<file path="src/chan_defs.svh">
// offsets, field positions, reset values and encodings of the channel one control block
// assumes byte addressing on a 32-bit classic wishbone bus
`ifndef CHAN_DEFS_SVH
`define CHAN_DEFS_SVH

`define OFS_CTRL       8'h24
`define OFS_CC_A       8'h3C
`define OFS_CC_B       8'h40

`define CTRL_RESET     32'h0000_3000
`define CC_RESET       16'h0000

`define BIT_TRIG_B     15
`define BIT_TRIG_A     14
`define BIT_DIR_B_HI   13
`define BIT_DIR_B_LO   12
`define BIT_DMA_B      11
`define BIT_DMA_A      10
`define BIT_IRQ_B      9
`define BIT_IRQ_A      8
`define BIT_SHD_B      7
`define BIT_SHD_A      6
`define BIT_ROLE_B     5
`define BIT_ROLE_A     4
`define BIT_SEL_B_HI   3
`define BIT_SEL_B_LO   2
`define BIT_SEL_A_HI   1
`define BIT_SEL_A_LO   0

// brake levels in compare role
`define BRK_HIZ        2'h0
`define BRK_KEEP       2'h1
`define BRK_LOW        2'h2
`define BRK_HIGH       2'h3

// capture edge select bits in capture role (01 rise, 10 fall, 11 both)
`define EDGE_RISE_BIT  0
`define EDGE_FALL_BIT  1

// centre-aligned direction select bits (01 up, 10 down, 11 both)
`define DIR_UP_BIT     0
`define DIR_DOWN_BIT   1

`endif

</file>
<file path="src/chan_pkg.sv">
// types shared by the channel one control block and its sub-channels
// assumes nothing of its surroundings
package chan_pkg;

   typedef struct packed {
      logic       dma_en;
      logic       irq_en;
      logic       shadow_en;
      logic       capture;
      logic [1:0] sel;
      logic [1:0] dir;
   } sub_cfg_t;

   typedef struct packed {
      logic match;
      logic count_up;
      logic center;
      logic update;
   } cnt_evt_t;

   typedef struct packed {
      logic        we;
      logic [1:0]  be;
      logic [15:0] data;
   } cc_wr_t;

   typedef struct packed {
      logic level;
      logic oe;
   } pin_drv_t;

   typedef enum logic {
      BUS_IDLE = 1'b0,
      BUS_ACK  = 1'b1
   } bus_state_t;

endpackage

</file>
<file path="src/chan_ctrl.sv">
// channel one control register with its two sub-channels behind a classic wishbone slave
// assumes the timer core supplies counter, direction, match and update strobes on clk_i
`timescale 1ns/1ps
`include "chan_defs.svh"

////////////////////////////////////////////////////////////////////////////////
module chan_ctrl
#(
   parameter int W = 16
)
(
   // clock, reset, enable
   input  wire logic               clk_i,
   input  wire logic               rst_i,
   input  wire logic               ce_i,
   // wishbone slave
   input  wire logic               cyc_i,
   input  wire logic               stb_i,
   input  wire logic               we_i,
   input  wire logic [7:0]         adr_i,
   input  wire logic [3:0]         sel_i,
   input  wire logic [31:0]        dat_i,
   output logic [31:0]             dat_o,
   output logic                    ack_o,
   // timer core
   input  wire logic [W-1:0]       cnt_i,
   input  wire logic               count_up_i,
   input  wire logic               center_i,
   input  wire logic               update_i,
   input  wire logic [1:0]         center_irq_dir_a_i,
   input  wire logic               match_a_i,
   input  wire logic               match_b_i,
   // channel pins and brake
   input  wire logic               cap_a_i,
   input  wire logic               cap_b_i,
   input  wire logic               oc_a_i,
   input  wire logic               oc_b_i,
   input  wire logic               brake_i,
   output chan_pkg::pin_drv_t      pin_a_o,
   output chan_pkg::pin_drv_t      pin_b_o,
   // requests
   output logic                    irq_o,
   output logic                    dma_a_o,
   output logic                    dma_b_o
);
   import chan_pkg::*;

   ////////////////////////////////////////////////////////////////////////////////
   // bus slave

   bus_state_t  state;
   bus_state_t  next_state;
   logic [13:0] ctrl;
   logic [31:0] rd_data;
   logic        trig_a;
   logic        trig_b;
   logic        irq_a;
   logic        irq_b;
   logic [W-1:0] cc_a;
   logic [W-1:0] cc_b;

   wire req     = cyc_i & stb_i;
   wire take    = req & (state == BUS_IDLE);
   wire commit  = req & we_i & (state == BUS_ACK);
   wire hit_ctl = (adr_i == `OFS_CTRL);
   wire hit_ca  = (adr_i == `OFS_CC_A);
   wire hit_cb  = (adr_i == `OFS_CC_B);
   wire wr_ctl  = commit & hit_ctl;
   // only bits 13:0 are stored; the trigger bits live in their own pulse flops
   localparam logic [31:0] CTRL_INIT = `CTRL_RESET;
   wire [31:0] ctrl_view = {16'h0000, trig_b, trig_a, ctrl};

   // reserved upper bits are never stored, so any value written there is lost
   assign next_state = take ? BUS_ACK : BUS_IDLE;
   assign ack_o      = (state == BUS_ACK);

   always_comb
   begin
      if (hit_ctl)
         rd_data = ctrl_view;
      else if (hit_ca)
         rd_data = {16'h0000, cc_a};
      else if (hit_cb)
         rd_data = {16'h0000, cc_b};
      else
         rd_data = 32'h0000_0000;
   end

   always_ff @(posedge clk_i)
   begin
      if (rst_i)
         state <= BUS_IDLE;
      else if (ce_i)
         state <= next_state;
   end

   // read data is latched when the request is taken; ack follows one cycle later
   always_ff @(posedge clk_i)
   begin
      if (rst_i)
         dat_o <= 32'h0000_0000;
      else if (ce_i && take)
         dat_o <= rd_data;
   end

   ////////////////////////////////////////////////////////////////////////////////
   // control register

   always_ff @(posedge clk_i)
   begin
      if (rst_i)
         ctrl <= CTRL_INIT[13:0];
      else if (ce_i && wr_ctl)
      begin
         if (sel_i[0])
            ctrl[7:0] <= dat_i[7:0];
         if (sel_i[1])
            ctrl[13:8] <= dat_i[13:8];
      end
   end

   soft_trig u_trig_a
   (
      .clk_i   (clk_i),
      .rst_i   (rst_i),
      .ce_i    (ce_i),
      .set_i   (wr_ctl & sel_i[1] & dat_i[`BIT_TRIG_A]),
      .pulse_o (trig_a)
   );

   soft_trig u_trig_b
   (
      .clk_i   (clk_i),
      .rst_i   (rst_i),
      .ce_i    (ce_i),
      .set_i   (wr_ctl & sel_i[1] & dat_i[`BIT_TRIG_B]),
      .pulse_o (trig_b)
   );

   ////////////////////////////////////////////////////////////////////////////////
   // sub-channels

   wire sub_cfg_t cfg_a = '{
      dma_en:    ctrl[`BIT_DMA_A],
      irq_en:    ctrl[`BIT_IRQ_A],
      shadow_en: ctrl[`BIT_SHD_A],
      capture:   ctrl[`BIT_ROLE_A],
      sel:       ctrl[`BIT_SEL_A_HI:`BIT_SEL_A_LO],
      dir:       center_irq_dir_a_i};

   wire sub_cfg_t cfg_b = '{
      dma_en:    ctrl[`BIT_DMA_B],
      irq_en:    ctrl[`BIT_IRQ_B],
      shadow_en: ctrl[`BIT_SHD_B],
      capture:   ctrl[`BIT_ROLE_B],
      sel:       ctrl[`BIT_SEL_B_HI:`BIT_SEL_B_LO],
      dir:       ctrl[`BIT_DIR_B_HI:`BIT_DIR_B_LO]};

   wire cnt_evt_t evt_a = '{match: match_a_i, count_up: count_up_i,
                            center: center_i, update: update_i};
   wire cnt_evt_t evt_b = '{match: match_b_i, count_up: count_up_i,
                            center: center_i, update: update_i};
   wire cc_wr_t   wr_a  = '{we: commit & hit_ca, be: sel_i[1:0], data: dat_i[15:0]};
   wire cc_wr_t   wr_b  = '{we: commit & hit_cb, be: sel_i[1:0], data: dat_i[15:0]};

   sub_chan #(.W(W)) u_sub_a
   (
      .clk_i      (clk_i),
      .rst_i      (rst_i),
      .ce_i       (ce_i),
      .cfg_i      (cfg_a),
      .evt_i      (evt_a),
      .trig_i     (trig_a),
      .wr_i       (wr_a),
      .cnt_i      (cnt_i),
      .cap_pin_i  (cap_a_i),
      .brake_i    (brake_i),
      .oc_level_i (oc_a_i),
      .cc_o       (cc_a),
      .irq_o      (irq_a),
      .dma_o      (dma_a_o),
      .pin_o      (pin_a_o)
   );

   sub_chan #(.W(W)) u_sub_b
   (
      .clk_i      (clk_i),
      .rst_i      (rst_i),
      .ce_i       (ce_i),
      .cfg_i      (cfg_b),
      .evt_i      (evt_b),
      .trig_i     (trig_b),
      .wr_i       (wr_b),
      .cnt_i      (cnt_i),
      .cap_pin_i  (cap_b_i),
      .brake_i    (brake_i),
      .oc_level_i (oc_b_i),
      .cc_o       (cc_b),
      .irq_o      (irq_b),
      .dma_o      (dma_b_o),
      .pin_o      (pin_b_o)
   );

   // one shared timer interrupt strobe; status flags live in the timer core
   assign irq_o = (irq_a | irq_b) & ce_i;

   ////////////////////////////////////////////////////////////////////////////////
   // checks

   a_ack_single: assert property (@(posedge clk_i) disable iff (rst_i || !ce_i)
      ack_o |=> !ack_o)
      else $error("ack held longer than one cycle");
   a_ack_follows: assert property (@(posedge clk_i) disable iff (rst_i || !ce_i)
      take |=> ack_o)
      else $error("request not answered next cycle");
   a_trig_b_fires: assert property (@(posedge clk_i) disable iff (rst_i || !ce_i)
      wr_ctl && sel_i[1] && dat_i[`BIT_TRIG_B] |=> trig_b ##1 !trig_b)
      else $error("B trigger not fired or not cleared");
   a_trig_a_fires: assert property (@(posedge clk_i) disable iff (rst_i || !ce_i)
      wr_ctl && sel_i[1] && dat_i[`BIT_TRIG_A] |=> trig_a ##1 !trig_a)
      else $error("A trigger not fired or not cleared");
   a_irq_gate_b: assert property (@(posedge clk_i) disable iff (rst_i || !ce_i)
      irq_b |-> ctrl[`BIT_IRQ_B])
      else $error("B interrupt while disabled");
   a_irq_gate_a: assert property (@(posedge clk_i) disable iff (rst_i || !ce_i)
      trig_a && ctrl[`BIT_IRQ_A] |-> irq_a && irq_o)
      else $error("A trigger did not interrupt");
   a_dma_gate_b: assert property (@(posedge clk_i) disable iff (rst_i || !ce_i)
      dma_b_o |-> ctrl[`BIT_DMA_B])
      else $error("B dma while disabled");
   a_dma_gate_a: assert property (@(posedge clk_i) disable iff (rst_i || !ce_i)
      trig_a && ctrl[`BIT_DMA_A] |-> dma_a_o)
      else $error("A trigger did not request dma");
   a_trig_reads_zero: assert property (@(posedge clk_i) disable iff (rst_i || !ce_i)
      wr_ctl && dat_i[`BIT_TRIG_A] && !(req && !we_i) |=> ##1 !ctrl_view[`BIT_TRIG_A])
      else $error("trigger bit still reads one");
   a_role_b_cap: assert property (@(posedge clk_i) disable iff (rst_i || !ce_i)
      ctrl[`BIT_ROLE_B] && trig_b && !update_i |=> cc_b == $past(cnt_i))
      else $error("B capture role did not capture");
   a_trig_b_zero: assert property (@(posedge clk_i) disable iff (rst_i || !ce_i)
      wr_ctl && sel_i[1] && dat_i[`BIT_TRIG_B] |=> ##1 !ctrl_view[`BIT_TRIG_B])
      else $error("B trigger bit still reads one");
   a_irq_off_a: assert property (@(posedge clk_i) disable iff (rst_i || !ce_i)
      irq_a |-> ctrl[`BIT_IRQ_A])
      else $error("A interrupt while disabled");
   a_dma_off_a: assert property (@(posedge clk_i) disable iff (rst_i || !ce_i)
      dma_a_o |-> ctrl[`BIT_DMA_A])
      else $error("A dma while disabled");
   a_irq_on_b: assert property (@(posedge clk_i) disable iff (rst_i || !ce_i)
      trig_b && ctrl[`BIT_IRQ_B] |-> irq_b && irq_o)
      else $error("B trigger did not interrupt");
   a_dma_on_b: assert property (@(posedge clk_i) disable iff (rst_i || !ce_i)
      trig_b && ctrl[`BIT_DMA_B] |-> dma_b_o)
      else $error("B trigger did not request dma");
   a_role_a_cap: assert property (@(posedge clk_i) disable iff (rst_i || !ce_i)
      ctrl[`BIT_ROLE_A] && trig_a && !update_i |=> cc_a == $past(cnt_i))
      else $error("A capture role did not capture");
   a_cmp_b_idle: assert property (@(posedge clk_i) disable iff (rst_i || !ce_i)
      !ctrl[`BIT_ROLE_B] && trig_b && !wr_b.we && !update_i |=> $stable(cc_b))
      else $error("B compare trigger changed register");
   a_dir_b_up: assert property (@(posedge clk_i) disable iff (rst_i || !ce_i)
      center_i && count_up_i && match_b_i && !ctrl[`BIT_ROLE_B] && ctrl[`BIT_IRQ_B] &&
      ctrl[`BIT_DIR_B_LO] |-> irq_b)
      else $error("B up-count match did not interrupt");
   a_dir_a_down: assert property (@(posedge clk_i) disable iff (rst_i || !ce_i)
      center_i && !count_up_i && match_a_i && !ctrl[`BIT_ROLE_A] && ctrl[`BIT_IRQ_A] &&
      center_irq_dir_a_i[`DIR_DOWN_BIT] |-> irq_a)
      else $error("A down-count match did not interrupt");
   a_cap_pin_b: assert property (@(posedge clk_i) disable iff (rst_i || !ce_i)
      ctrl[`BIT_ROLE_B] |=> !pin_b_o.oe)
      else $error("B capture role drives its pin");
   a_cap_pin_a: assert property (@(posedge clk_i) disable iff (rst_i || !ce_i)
      ctrl[`BIT_ROLE_A] |=> !pin_a_o.oe)
      else $error("A capture role drives its pin");
   a_brake_high_b: assert property (@(posedge clk_i) disable iff (rst_i || !ce_i)
      brake_i && !ctrl[`BIT_ROLE_B] &&
      ctrl[`BIT_SEL_B_HI:`BIT_SEL_B_LO] == `BRK_HIGH |=> pin_b_o.oe && pin_b_o.level)
      else $error("B brake high level wrong");

   c_wb_write: cover property (@(posedge clk_i) disable iff (rst_i) commit && hit_ctl);
   c_trig_cap_a: cover property (@(posedge clk_i) disable iff (rst_i)
      trig_a && ctrl[`BIT_ROLE_A]);
   c_dma_b: cover property (@(posedge clk_i) disable iff (rst_i) dma_b_o);

endmodule

</file>
<file path="src/soft_trig.sv">
// self-clearing software trigger bit
// assumes set_i is a one-cycle write strobe from the register slave
`timescale 1ns/1ps
module soft_trig
(
   // clock, reset, enable
   input  wire logic clk_i,
   input  wire logic rst_i,
   input  wire logic ce_i,
   // control
   input  wire logic set_i,
   // state
   output logic      pulse_o
);
   logic armed;

   // holds exactly one cycle after the write, then drops by itself
   always_ff @(posedge clk_i)
   begin
      if (rst_i)
         armed <= 1'b0;
      else if (ce_i)
         armed <= set_i;
   end

   assign pulse_o = armed;

   a_trig_self_clear: assert property (@(posedge clk_i) disable iff (rst_i || !ce_i)
      armed && !set_i |=> !armed)
      else $error("trigger bit did not clear itself");

endmodule

</file>
<file path="src/sub_chan.sv">
// one capture/compare sub-channel: event sources, capture/compare register, brake pin
// assumes counter, match and update strobes are synchronous to clk_i
`timescale 1ns/1ps
`include "chan_defs.svh"
module sub_chan
#(
   parameter int W = 16
)
(
   // clock, reset, enable
   input  wire logic               clk_i,
   input  wire logic               rst_i,
   input  wire logic               ce_i,
   // configuration and strobes
   input  wire chan_pkg::sub_cfg_t cfg_i,
   input  wire chan_pkg::cnt_evt_t evt_i,
   input  wire logic               trig_i,
   input  wire chan_pkg::cc_wr_t   wr_i,
   // timer side
   input  wire logic [W-1:0]       cnt_i,
   input  wire logic               cap_pin_i,
   input  wire logic               brake_i,
   input  wire logic               oc_level_i,
   // results
   output logic [W-1:0]            cc_o,
   output logic                    irq_o,
   output logic                    dma_o,
   output chan_pkg::pin_drv_t      pin_o
);
   import chan_pkg::*;

   logic         cap_prev;
   logic [W-1:0] shadow;
   logic [W-1:0] active;
   wire          rise      = cap_pin_i & ~cap_prev;
   wire          fall      = ~cap_pin_i & cap_prev;
   wire          edge_hit  = cfg_i.capture & ((cfg_i.sel[`EDGE_RISE_BIT] & rise) |
                             (cfg_i.sel[`EDGE_FALL_BIT] & fall));
   wire          dir_ok    = ~evt_i.center |
                             (cfg_i.dir[`DIR_UP_BIT] & evt_i.count_up) |
                             (cfg_i.dir[`DIR_DOWN_BIT] & ~evt_i.count_up);
   wire          match_hit = ~cfg_i.capture & evt_i.match & dir_ok;
   wire          cap_load  = cfg_i.capture & (edge_hit | trig_i);
   wire          buffered  = ~cfg_i.capture & cfg_i.shadow_en;
   wire          any_evt   = match_hit | edge_hit | trig_i;
   wire [W-1:0]  merge_s   = {wr_i.be[1] ? wr_i.data[15:8] : shadow[15:8],
                              wr_i.be[0] ? wr_i.data[7:0]  : shadow[7:0]};
   wire [W-1:0]  merge_a   = {wr_i.be[1] ? wr_i.data[15:8] : active[15:8],
                              wr_i.be[0] ? wr_i.data[7:0]  : active[7:0]};

   assign irq_o = any_evt & cfg_i.irq_en;
   assign dma_o = any_evt & cfg_i.dma_en;
   assign cc_o  = active;

   // a capture in the same cycle as a software write wins: the counter value is kept
   always_ff @(posedge clk_i)
   begin
      if (rst_i)
      begin
         cap_prev <= 1'b0;
         shadow   <= `CC_RESET;
         active   <= `CC_RESET;
      end
      else if (ce_i)
      begin
         cap_prev <= cap_pin_i;
         if (wr_i.we)
            shadow <= merge_s;
         if (cap_load)
            active <= cnt_i;
         else if (wr_i.we && !buffered)
            active <= merge_a;
         else if (evt_i.update && buffered)
            active <= shadow;
      end
   end

   // brake level only matters in the compare role; capture role never drives
   always_ff @(posedge clk_i)
   begin
      if (rst_i)
         pin_o <= '0;
      else if (ce_i)
      begin
         if (cfg_i.capture)
            pin_o <= '0;
         else if (!brake_i)
            pin_o <= '{level: oc_level_i, oe: 1'b1};
         else if (cfg_i.sel == `BRK_HIZ)
            pin_o <= '{level: 1'b0, oe: 1'b0};
         else if (cfg_i.sel == `BRK_KEEP)
            pin_o <= '{level: oc_level_i, oe: 1'b1};
         else
            pin_o <= '{level: cfg_i.sel == `BRK_HIGH, oe: 1'b1};
      end
   end

   a_cap_takes_count: assert property (@(posedge clk_i) disable iff (rst_i || !ce_i)
      cap_load |=> active == $past(cnt_i))
      else $error("capture did not load counter");
   a_cmp_trig_quiet: assert property (@(posedge clk_i) disable iff (rst_i || !ce_i)
      trig_i && !cfg_i.capture && !wr_i.we && !evt_i.update |=> $stable(active))
      else $error("compare trigger changed register");
   a_shadow_holds: assert property (@(posedge clk_i) disable iff (rst_i || !ce_i)
      buffered && wr_i.we && !evt_i.update |=> $stable(active))
      else $error("buffered write reached active value");
   a_brake_level: assert property (@(posedge clk_i) disable iff (rst_i || !ce_i)
      brake_i && !cfg_i.capture && cfg_i.sel == `BRK_LOW |=> pin_o.oe && !pin_o.level)
      else $error("brake low level wrong");
   a_dir_gate: assert property (@(posedge clk_i) disable iff (rst_i || !ce_i)
      evt_i.center && !cfg_i.dir[`DIR_DOWN_BIT] && !evt_i.count_up |-> !match_hit)
      else $error("down match passed direction gate");

   c_edge_capture: cover property (@(posedge clk_i) disable iff (rst_i) edge_hit);
   c_brake_hiz: cover property (@(posedge clk_i) disable iff (rst_i)
      brake_i && !cfg_i.capture && cfg_i.sel == `BRK_HIZ);

endmodule

</file>
<file path="config.mk">
export PLATFORM = sky130hd
export DESIGN_NAME = chan_ctrl
export DESIGN_NICKNAME = d
export VERILOG_FILES = /design/src/chan_pkg.sv /design/src/chan_ctrl.sv /design/src/soft_trig.sv /design/src/sub_chan.sv
export VERILOG_INCLUDE_DIRS = /design/src
export SDC_FILE = /design/constraint.sdc
export NUM_CORES = 1
export LEC_CHECK = 0
export ABC_AREA = 1
export BUFFER_PORTS_ARGS = -buffer_cell sky130_fd_sc_hd__buf_2
export CAP_MARGIN = 40
export CORE_MARGIN = 2
export CORE_UTILIZATION = 55
export DETAILED_ROUTE_END_ITERATION = 6
export PLACE_DENSITY_LB_ADDON = 0.25
export REMOVE_ABC_BUFFERS = 1
export SYNTH_ARGS = -nofsm -noshare
export SYNTH_HDL_FRONTEND = slang
export SYNTH_SLANG_ARGS = --single-unit
</file>
<file path="constraint.sdc">
create_clock -name clk_i -period 3.12 [get_ports clk_i]
set_input_delay 0.312 -clock clk_i [delete_from_list [all_inputs] [get_ports clk_i]]
set_output_delay 0.312 -clock clk_i [all_outputs]
set_load 0.005 [all_outputs]
</file>
## Yosys cells after proc, flatten, opt, wreduce, memory -nomap -nowiden

Index checks and enable logic that the tools add are counted.
Widths: inputs -> output; s select.

| operators by class | value |
|---|---|
| add/sub/neg operators | 0 |
| multipliers | 0 |
| divide/modulo/power cells | 0 |
| order comparisons | 0 |
| equality and inequality tests | 11 |
| shift operators | 0 |
| mux-type cells | 20 |
| bitwise logic cells | 59 |
| reductions and logical operators | 22 |

Operator list:

| kind | number |
|---|---|
| $mux 16 | 8 |
| $and 1x1->1 | 37 |
| $mux 32 | 1 |
| $reduce_and 3->1 | 8 |
| $eq 8x6->1 const B | 2 |
| $mux 2 | 8 |
| $mux 8 | 2 |
| $or 1x1->1 | 13 |
| $ne 3x2->1 const B | 4 |
| $not 1->1 | 9 |
| $eq 8x7->1 const B | 1 |
| $logic_and 1x1->1 | 6 |
| $reduce_bool 3->1 | 2 |
| $eq 2x1->1 const B | 2 |
| $eq 2x2->1 const B | 2 |
| $logic_not 2->1 | 2 |
| $reduce_and 2->1 | 2 |
| $logic_not 1->1 | 2 |
| $mux 1 | 1 |

| storage, ports and cells | value |
|---|---|
| register bits after elaboration | 119 |
| bits in latches | 0 |
| memory bits (writable) | 0 |
| ROM bits | 0 |
| bits of input ports | 78 |
| output and inout port bits | 40 |
| logic and storage cells | 132 |
| memories | 0 |

## Depth between registers and ports, before layout

| logic depth | value |
|---|---|
| depth in word-level cells | 10 |
| mapped depth | 11 |
| gate-level depth less buffers | 10 |

## Modules after synthesis

From an unflattened synthesis, not the netlist that was laid out.

| second synthesis, totals | value |
|---|---|
| cell total of the unflattened synthesis | 959 |
| area, all modules | 5901.9 um2 |

Modules (own cells, without submodules):

| module | times used | cells an instance | area each (um2) | seq. area each (um2) |
|---|---|---|---|---|
| sub_chan | 2 | 317 | 1930.6 | 700.7 |
| chan_ctrl | 1 | 311 | 1950.6 | 620.6 |
| soft_trig | 2 | 7 | 45.0 | 20.0 |

## Worst setup path before layout

Ideal clock, no wire load.

| timing path | value |
|---|---|
| path type | reg2reg |
| from | register state (netlist: ack_o) |
| to | register u_sub_a.active[15] (netlist: u_sub_a.cc_o[15]) |
| library setup time | 0.113 ns |
| arrival time | 1.454 ns |
| data required time | 3.007 ns |
| setup slack | 1.553 ns |
| cell stages (with the launch flop) | 11 |
| buffers on the path | 1 |
| clock period less this slack | 1.567 ns |
| cell sequence | dfxtp_1 nand2_1 nor2_8 nand3_2 nor2_4 nand3_2 nand3_4 buf_6 nand2_1 nand2_1 nor2_1 |

| between the ends | value |
|---|---|
| cells in the longest elaborated chain, start to end | 5 |
| elaborated cells on any way between the ends | 8 |
| classes of those cells | 1 x eq/ne; 2 x mux; 2 x bitwise; 3 x reduce/logical |

Ends and longest elaborated chain:

| element | RTL line | source |
|---|---|---|
| start, declared | chan_ctrl.sv:51 | `bus_state_t state;` |
| start signal, assigned | chan_ctrl.sv:94 | `state <= next_state;` |
| $and 1x1->1 * | chan_ctrl.sv:64 | `wire commit = req & we_i & (state == BUS_ACK);` |
| $and 1x1->1 * | chan_ctrl.sv:163 | `wire cc_wr_t wr_a = '{we: commit & hit_ca, be: sel_i[1:0], data: dat_i[15:0]};` |
| $logic_and 1x1->1 * | sub_chan.sv:71 | `else if (wr_i.we && !buffered)` |
| $ne 3x2->1 (no source line), or another cell as far along | n/a |  |
| $reduce_and 3->1 (no source line) / $mux 16 (equally long branches) | n/a |  |
| end signal, assigned | sub_chan.sv:70 | `active <= cnt_i;` |
| end signal, assigned | sub_chan.sv:72 | `active <= merge_a;` |
| end signal, assigned | sub_chan.sv:74 | `active <= shadow;` |
| end, declared | sub_chan.sv:34 | `logic [W-1:0] active;` |

Every way passes the cells marked *; elsewhere a longest branch is shown, timed or not.
A chain may end at the register's enable or synchronous reset.

## Worst setup path in the final report

| timing path | value |
|---|---|
| from | register state (netlist: ack_o) |
| to | register u_sub_a.active[8] (netlist: u_sub_a.cc_o[8]) |

Same word-level chain as after synthesis.

==> metrics.cfg <==
[finish]
drive_gt1_share_pct = 14.7
n_antenna_cell = 0
final_cell_mix = nand2_1 (242), inv_1 (122), dfxtp_1 (103), buf_2 (83), a21oi_1 (74)
instances_no_fill = 1060
fin_util_pct = 63.2
final_common_cell = nand2_1
area_growth_pct = 11.8
fin_nets = 1001

[grt]
grt_pass1_vias = 4958
grt_usage_pct = 28.4
grt_use_met1_pct = 41.0
grt_max_degree = 46
antenna_found_initial = 0
use_met3_pct = 3.82
grt.busiest_layer = met2
use_met2_pct = 43.2
grt_overflow = 0
grt_pass1_wl_mm = 24.9

[clocking]
cts_buffer_depth = 2
cts_num_sinks = 103
postCtsHoldBufs = 0
cts_resized = 0
numCtsBuffers = 9
cts_tree = built
post_cts_buffers = 0
clkLatencyLatePin_ns = 0.37
clk_pin_slew_worst_paths_ns = 0.09
cts_max_level = 3
cts-root-buf = clkbuf_8

[synth]
synth-compound-area-share_pct = 15.4
syn_avg_cell_area_sq_um = 6.45
ys_ff_latch = 103
synthAdderAreaFrac_pct = 0
yosys_most_used_dff = dfxtp_1
synth_simple_gate_area_share_pct = 32.9
synth_top_cell_by_area = dfxtp_1
netlist_area_sq_mm = 0.00552
synthMuxAreaShare_pct = 0
async_reset_ff_share_pct = 0
synth_edf_count = 0
synth_warnings = 0
ys_seq_area_share_pct = 37.3
synthTopCellsByArea = dfxtp_1 (37%), nand2_1 (16%), inv_1 (8.4%)
synth_cell_types = 32
syn_inst = 857
synth_xor_xnor_area_share_pct = 0
yosys.area.top_type_share_pct = 37.3
synth_top_family_by_area = simple AND/OR/NAND/NOR gates

[setup_path]
cp_num_cells = 7
crit_path_max_incr_delay_ns = 0.42
critical_path.most_common_cell = nor2_1
critPathMaxFanout = 26
arrival_ns = 2.53
r2r_setup_slack_ns = 0.86
critPathKind = register to register
end_kind = register
endpoint = u_sub_a.cc_o[8]
critPathLaunch = ack_o
reg2regPathDepth = 7
slowest_stage = nor2_8
critPathLaunchType = register
path_buf_inv = 0
required_ns = 3.39
r2r_start = ack_o
reg2reg_to = u_sub_a.cc_o[8]
crit_family = simple AND/OR/NAND/NOR gates
crit_chain = nand2_1 > nor2_8 > nand4_4 > nand3_2 > nand3_4 > nor2_1 > nor2_1

[timing]
relSlewSlack_pct = 56.4
skew_ns = 0.00793
hold_viol = 0
layout_min_cycle_time_ns = 2.26
setup_tns_ns = 0
drv_slew = 0
setup_viol = 0
fin_crit_sh_pct = 72.6
worstMarginPinSlew_ns = 0.654
rsz0062_at_grt = false
max_freq_mhz = 442

[power_and_ir_drop]
p_per_area_mw_per_mm2 = 392
p_leak_nw = 3.20
total_power_w = 0.00242
ir_worst_vdd_mv = 0.211

[placed_design]
io_buffers = 83
hpwl_mm = 9.83
dpl.cell_count = 1045
gp_congestion = 0.838

[floorplan]
core_sq_mm = 0.00977
dieArea_sq_mm = 0.0109
initial_core_util_pct = 56.5
die_y_um = 104
die_w_um = 104
ios = 118
rows = 36

[job]
maxCapViolCount = 0

[route]
viasPerCell = 5.20
dr.pass1.iters = 5
totalWireLength_mm = 15.0
postRouteAntennaNets = 0
vias = 5510
route.detailed.drc = 0
drt-initial-drc-count = 574
wire_per_inst_um = 14.1

[outcome]
status = finished clean

[worst_hold_path]
min_path_type = input pin to register

-- how the worst min path moves through the flow --
stage | startpoint | cells past startpoint | to | slack [ns]
floorplan | rst_i | 1 | ack_o | 0.38
global placement | u_sub_a.shadow[13] | 2 | u_sub_a.shadow[13] | 0.44
detailed placement | u_sub_b.shadow[14] | 2 | u_sub_b.shadow[14] | 0.44
CTS | rst_i | 2 | u_sub_b.pin_o[0] | 0.20
global route | rst_i | 2 | u_sub_b.pin_o[0] | 0.22
finish | cap_a_i | 3 | u_sub_a.cap_prev | 0.22
-- cells by family (layout without fill, tap and decap cells) --
group	after synthesis	after routing
other	1	16
and+or+nand+nor	407	407
AOI/OAI and AO/OA	163	163
DFF	103	103
buffers and inverters	183	238
-- report_power, final --
| group | switching [W] | leakage [nW] | internal [W] |
|---|---|---|---|
| combinational | 0.000117 | 2.27 | 0.0000645 |
| sequential | 0.00000763 | 0.832 | 0.00133 |
| clock | 0.000456 | 0.105 | 0.000446 |
| total | 0.000580 | 3.20 | 0.00184 |
-- area by class of cell --
class / instances / area (sq um)
fill: 976 / 3600
multi-input combinational: 586 / 2730
clock buffer: 9 / 124
tap: 133 / 166
sequential: 103 / 2060
inverter: 126 / 473
timing repair buffer: 97 / 533
clock inverter: 6 / 86.3
-- flip-flops by register name, indices dropped and copies added (netlist names) --
name / cells
u_sub_b.shadow: 16
dat_o: 16
u_sub_a.pin_o: 2
u_trig_a.pulse_o: 1
u_sub_a.shadow: 16
u_sub_b.cap_prev: 1
u_sub_b.pin_o: 2
ack_o: 1
u_sub_a.cc_o: 16
u_sub_a.cap_prev: 1
u_trig_b.pulse_o: 1
u_sub_b.cc_o: 16
ctrl: 14
-- worst min-delay path, cell delays in order --
cell and delay [ns]:
buf_2 0.11, inv_1 0.06, a21oi_1 0.06
-- Yosys cell counts (3+ instances only) --
| master | number |
|---|---|
| nand2_1 | 242 |
| inv_1 | 123 |
| dfxtp_1 | 103 |
| a21oi_1 | 74 |
| nor2_1 | 72 |
| o21ai_0 | 67 |
| nand3_1 | 51 |
| clkbuf_1 | 21 |
| buf_4 | 19 |
| nand4_1 | 19 |
| a31oi_1 | 14 |
| buf_2 | 13 |
| nand3_2 | 7 |
| o211ai_1 | 5 |
| nand3_4 | 3 |
| nor2_4 | 3 |
-- layer usage --
| metal | up-vias | part of all wire [%] |
|---|---|---|
| met5 | - | 0 |
| met4 | 0 | 2.0 |
| met3 | 27 | 9.2 |
| met2 | 256 | 44 |
| met1 | 2403 | 45 |
| li1 | 2824 | - |
-- per-stage QoR --
step	hold WS, ns	cell area (sq um)	setup WS [ns]
2_1_floorplan	0.381	5260	1.05
3_3_place_gp	0.438	5960	0.832
3_5_place_dp	0.442	5960	0.830
4_1_cts	0.203	6170	0.890
5_1_grt	0.223	6170	0.665
6_report	0.220	6170	0.855
Note: power is estimated with default switching activity, not from simulation.
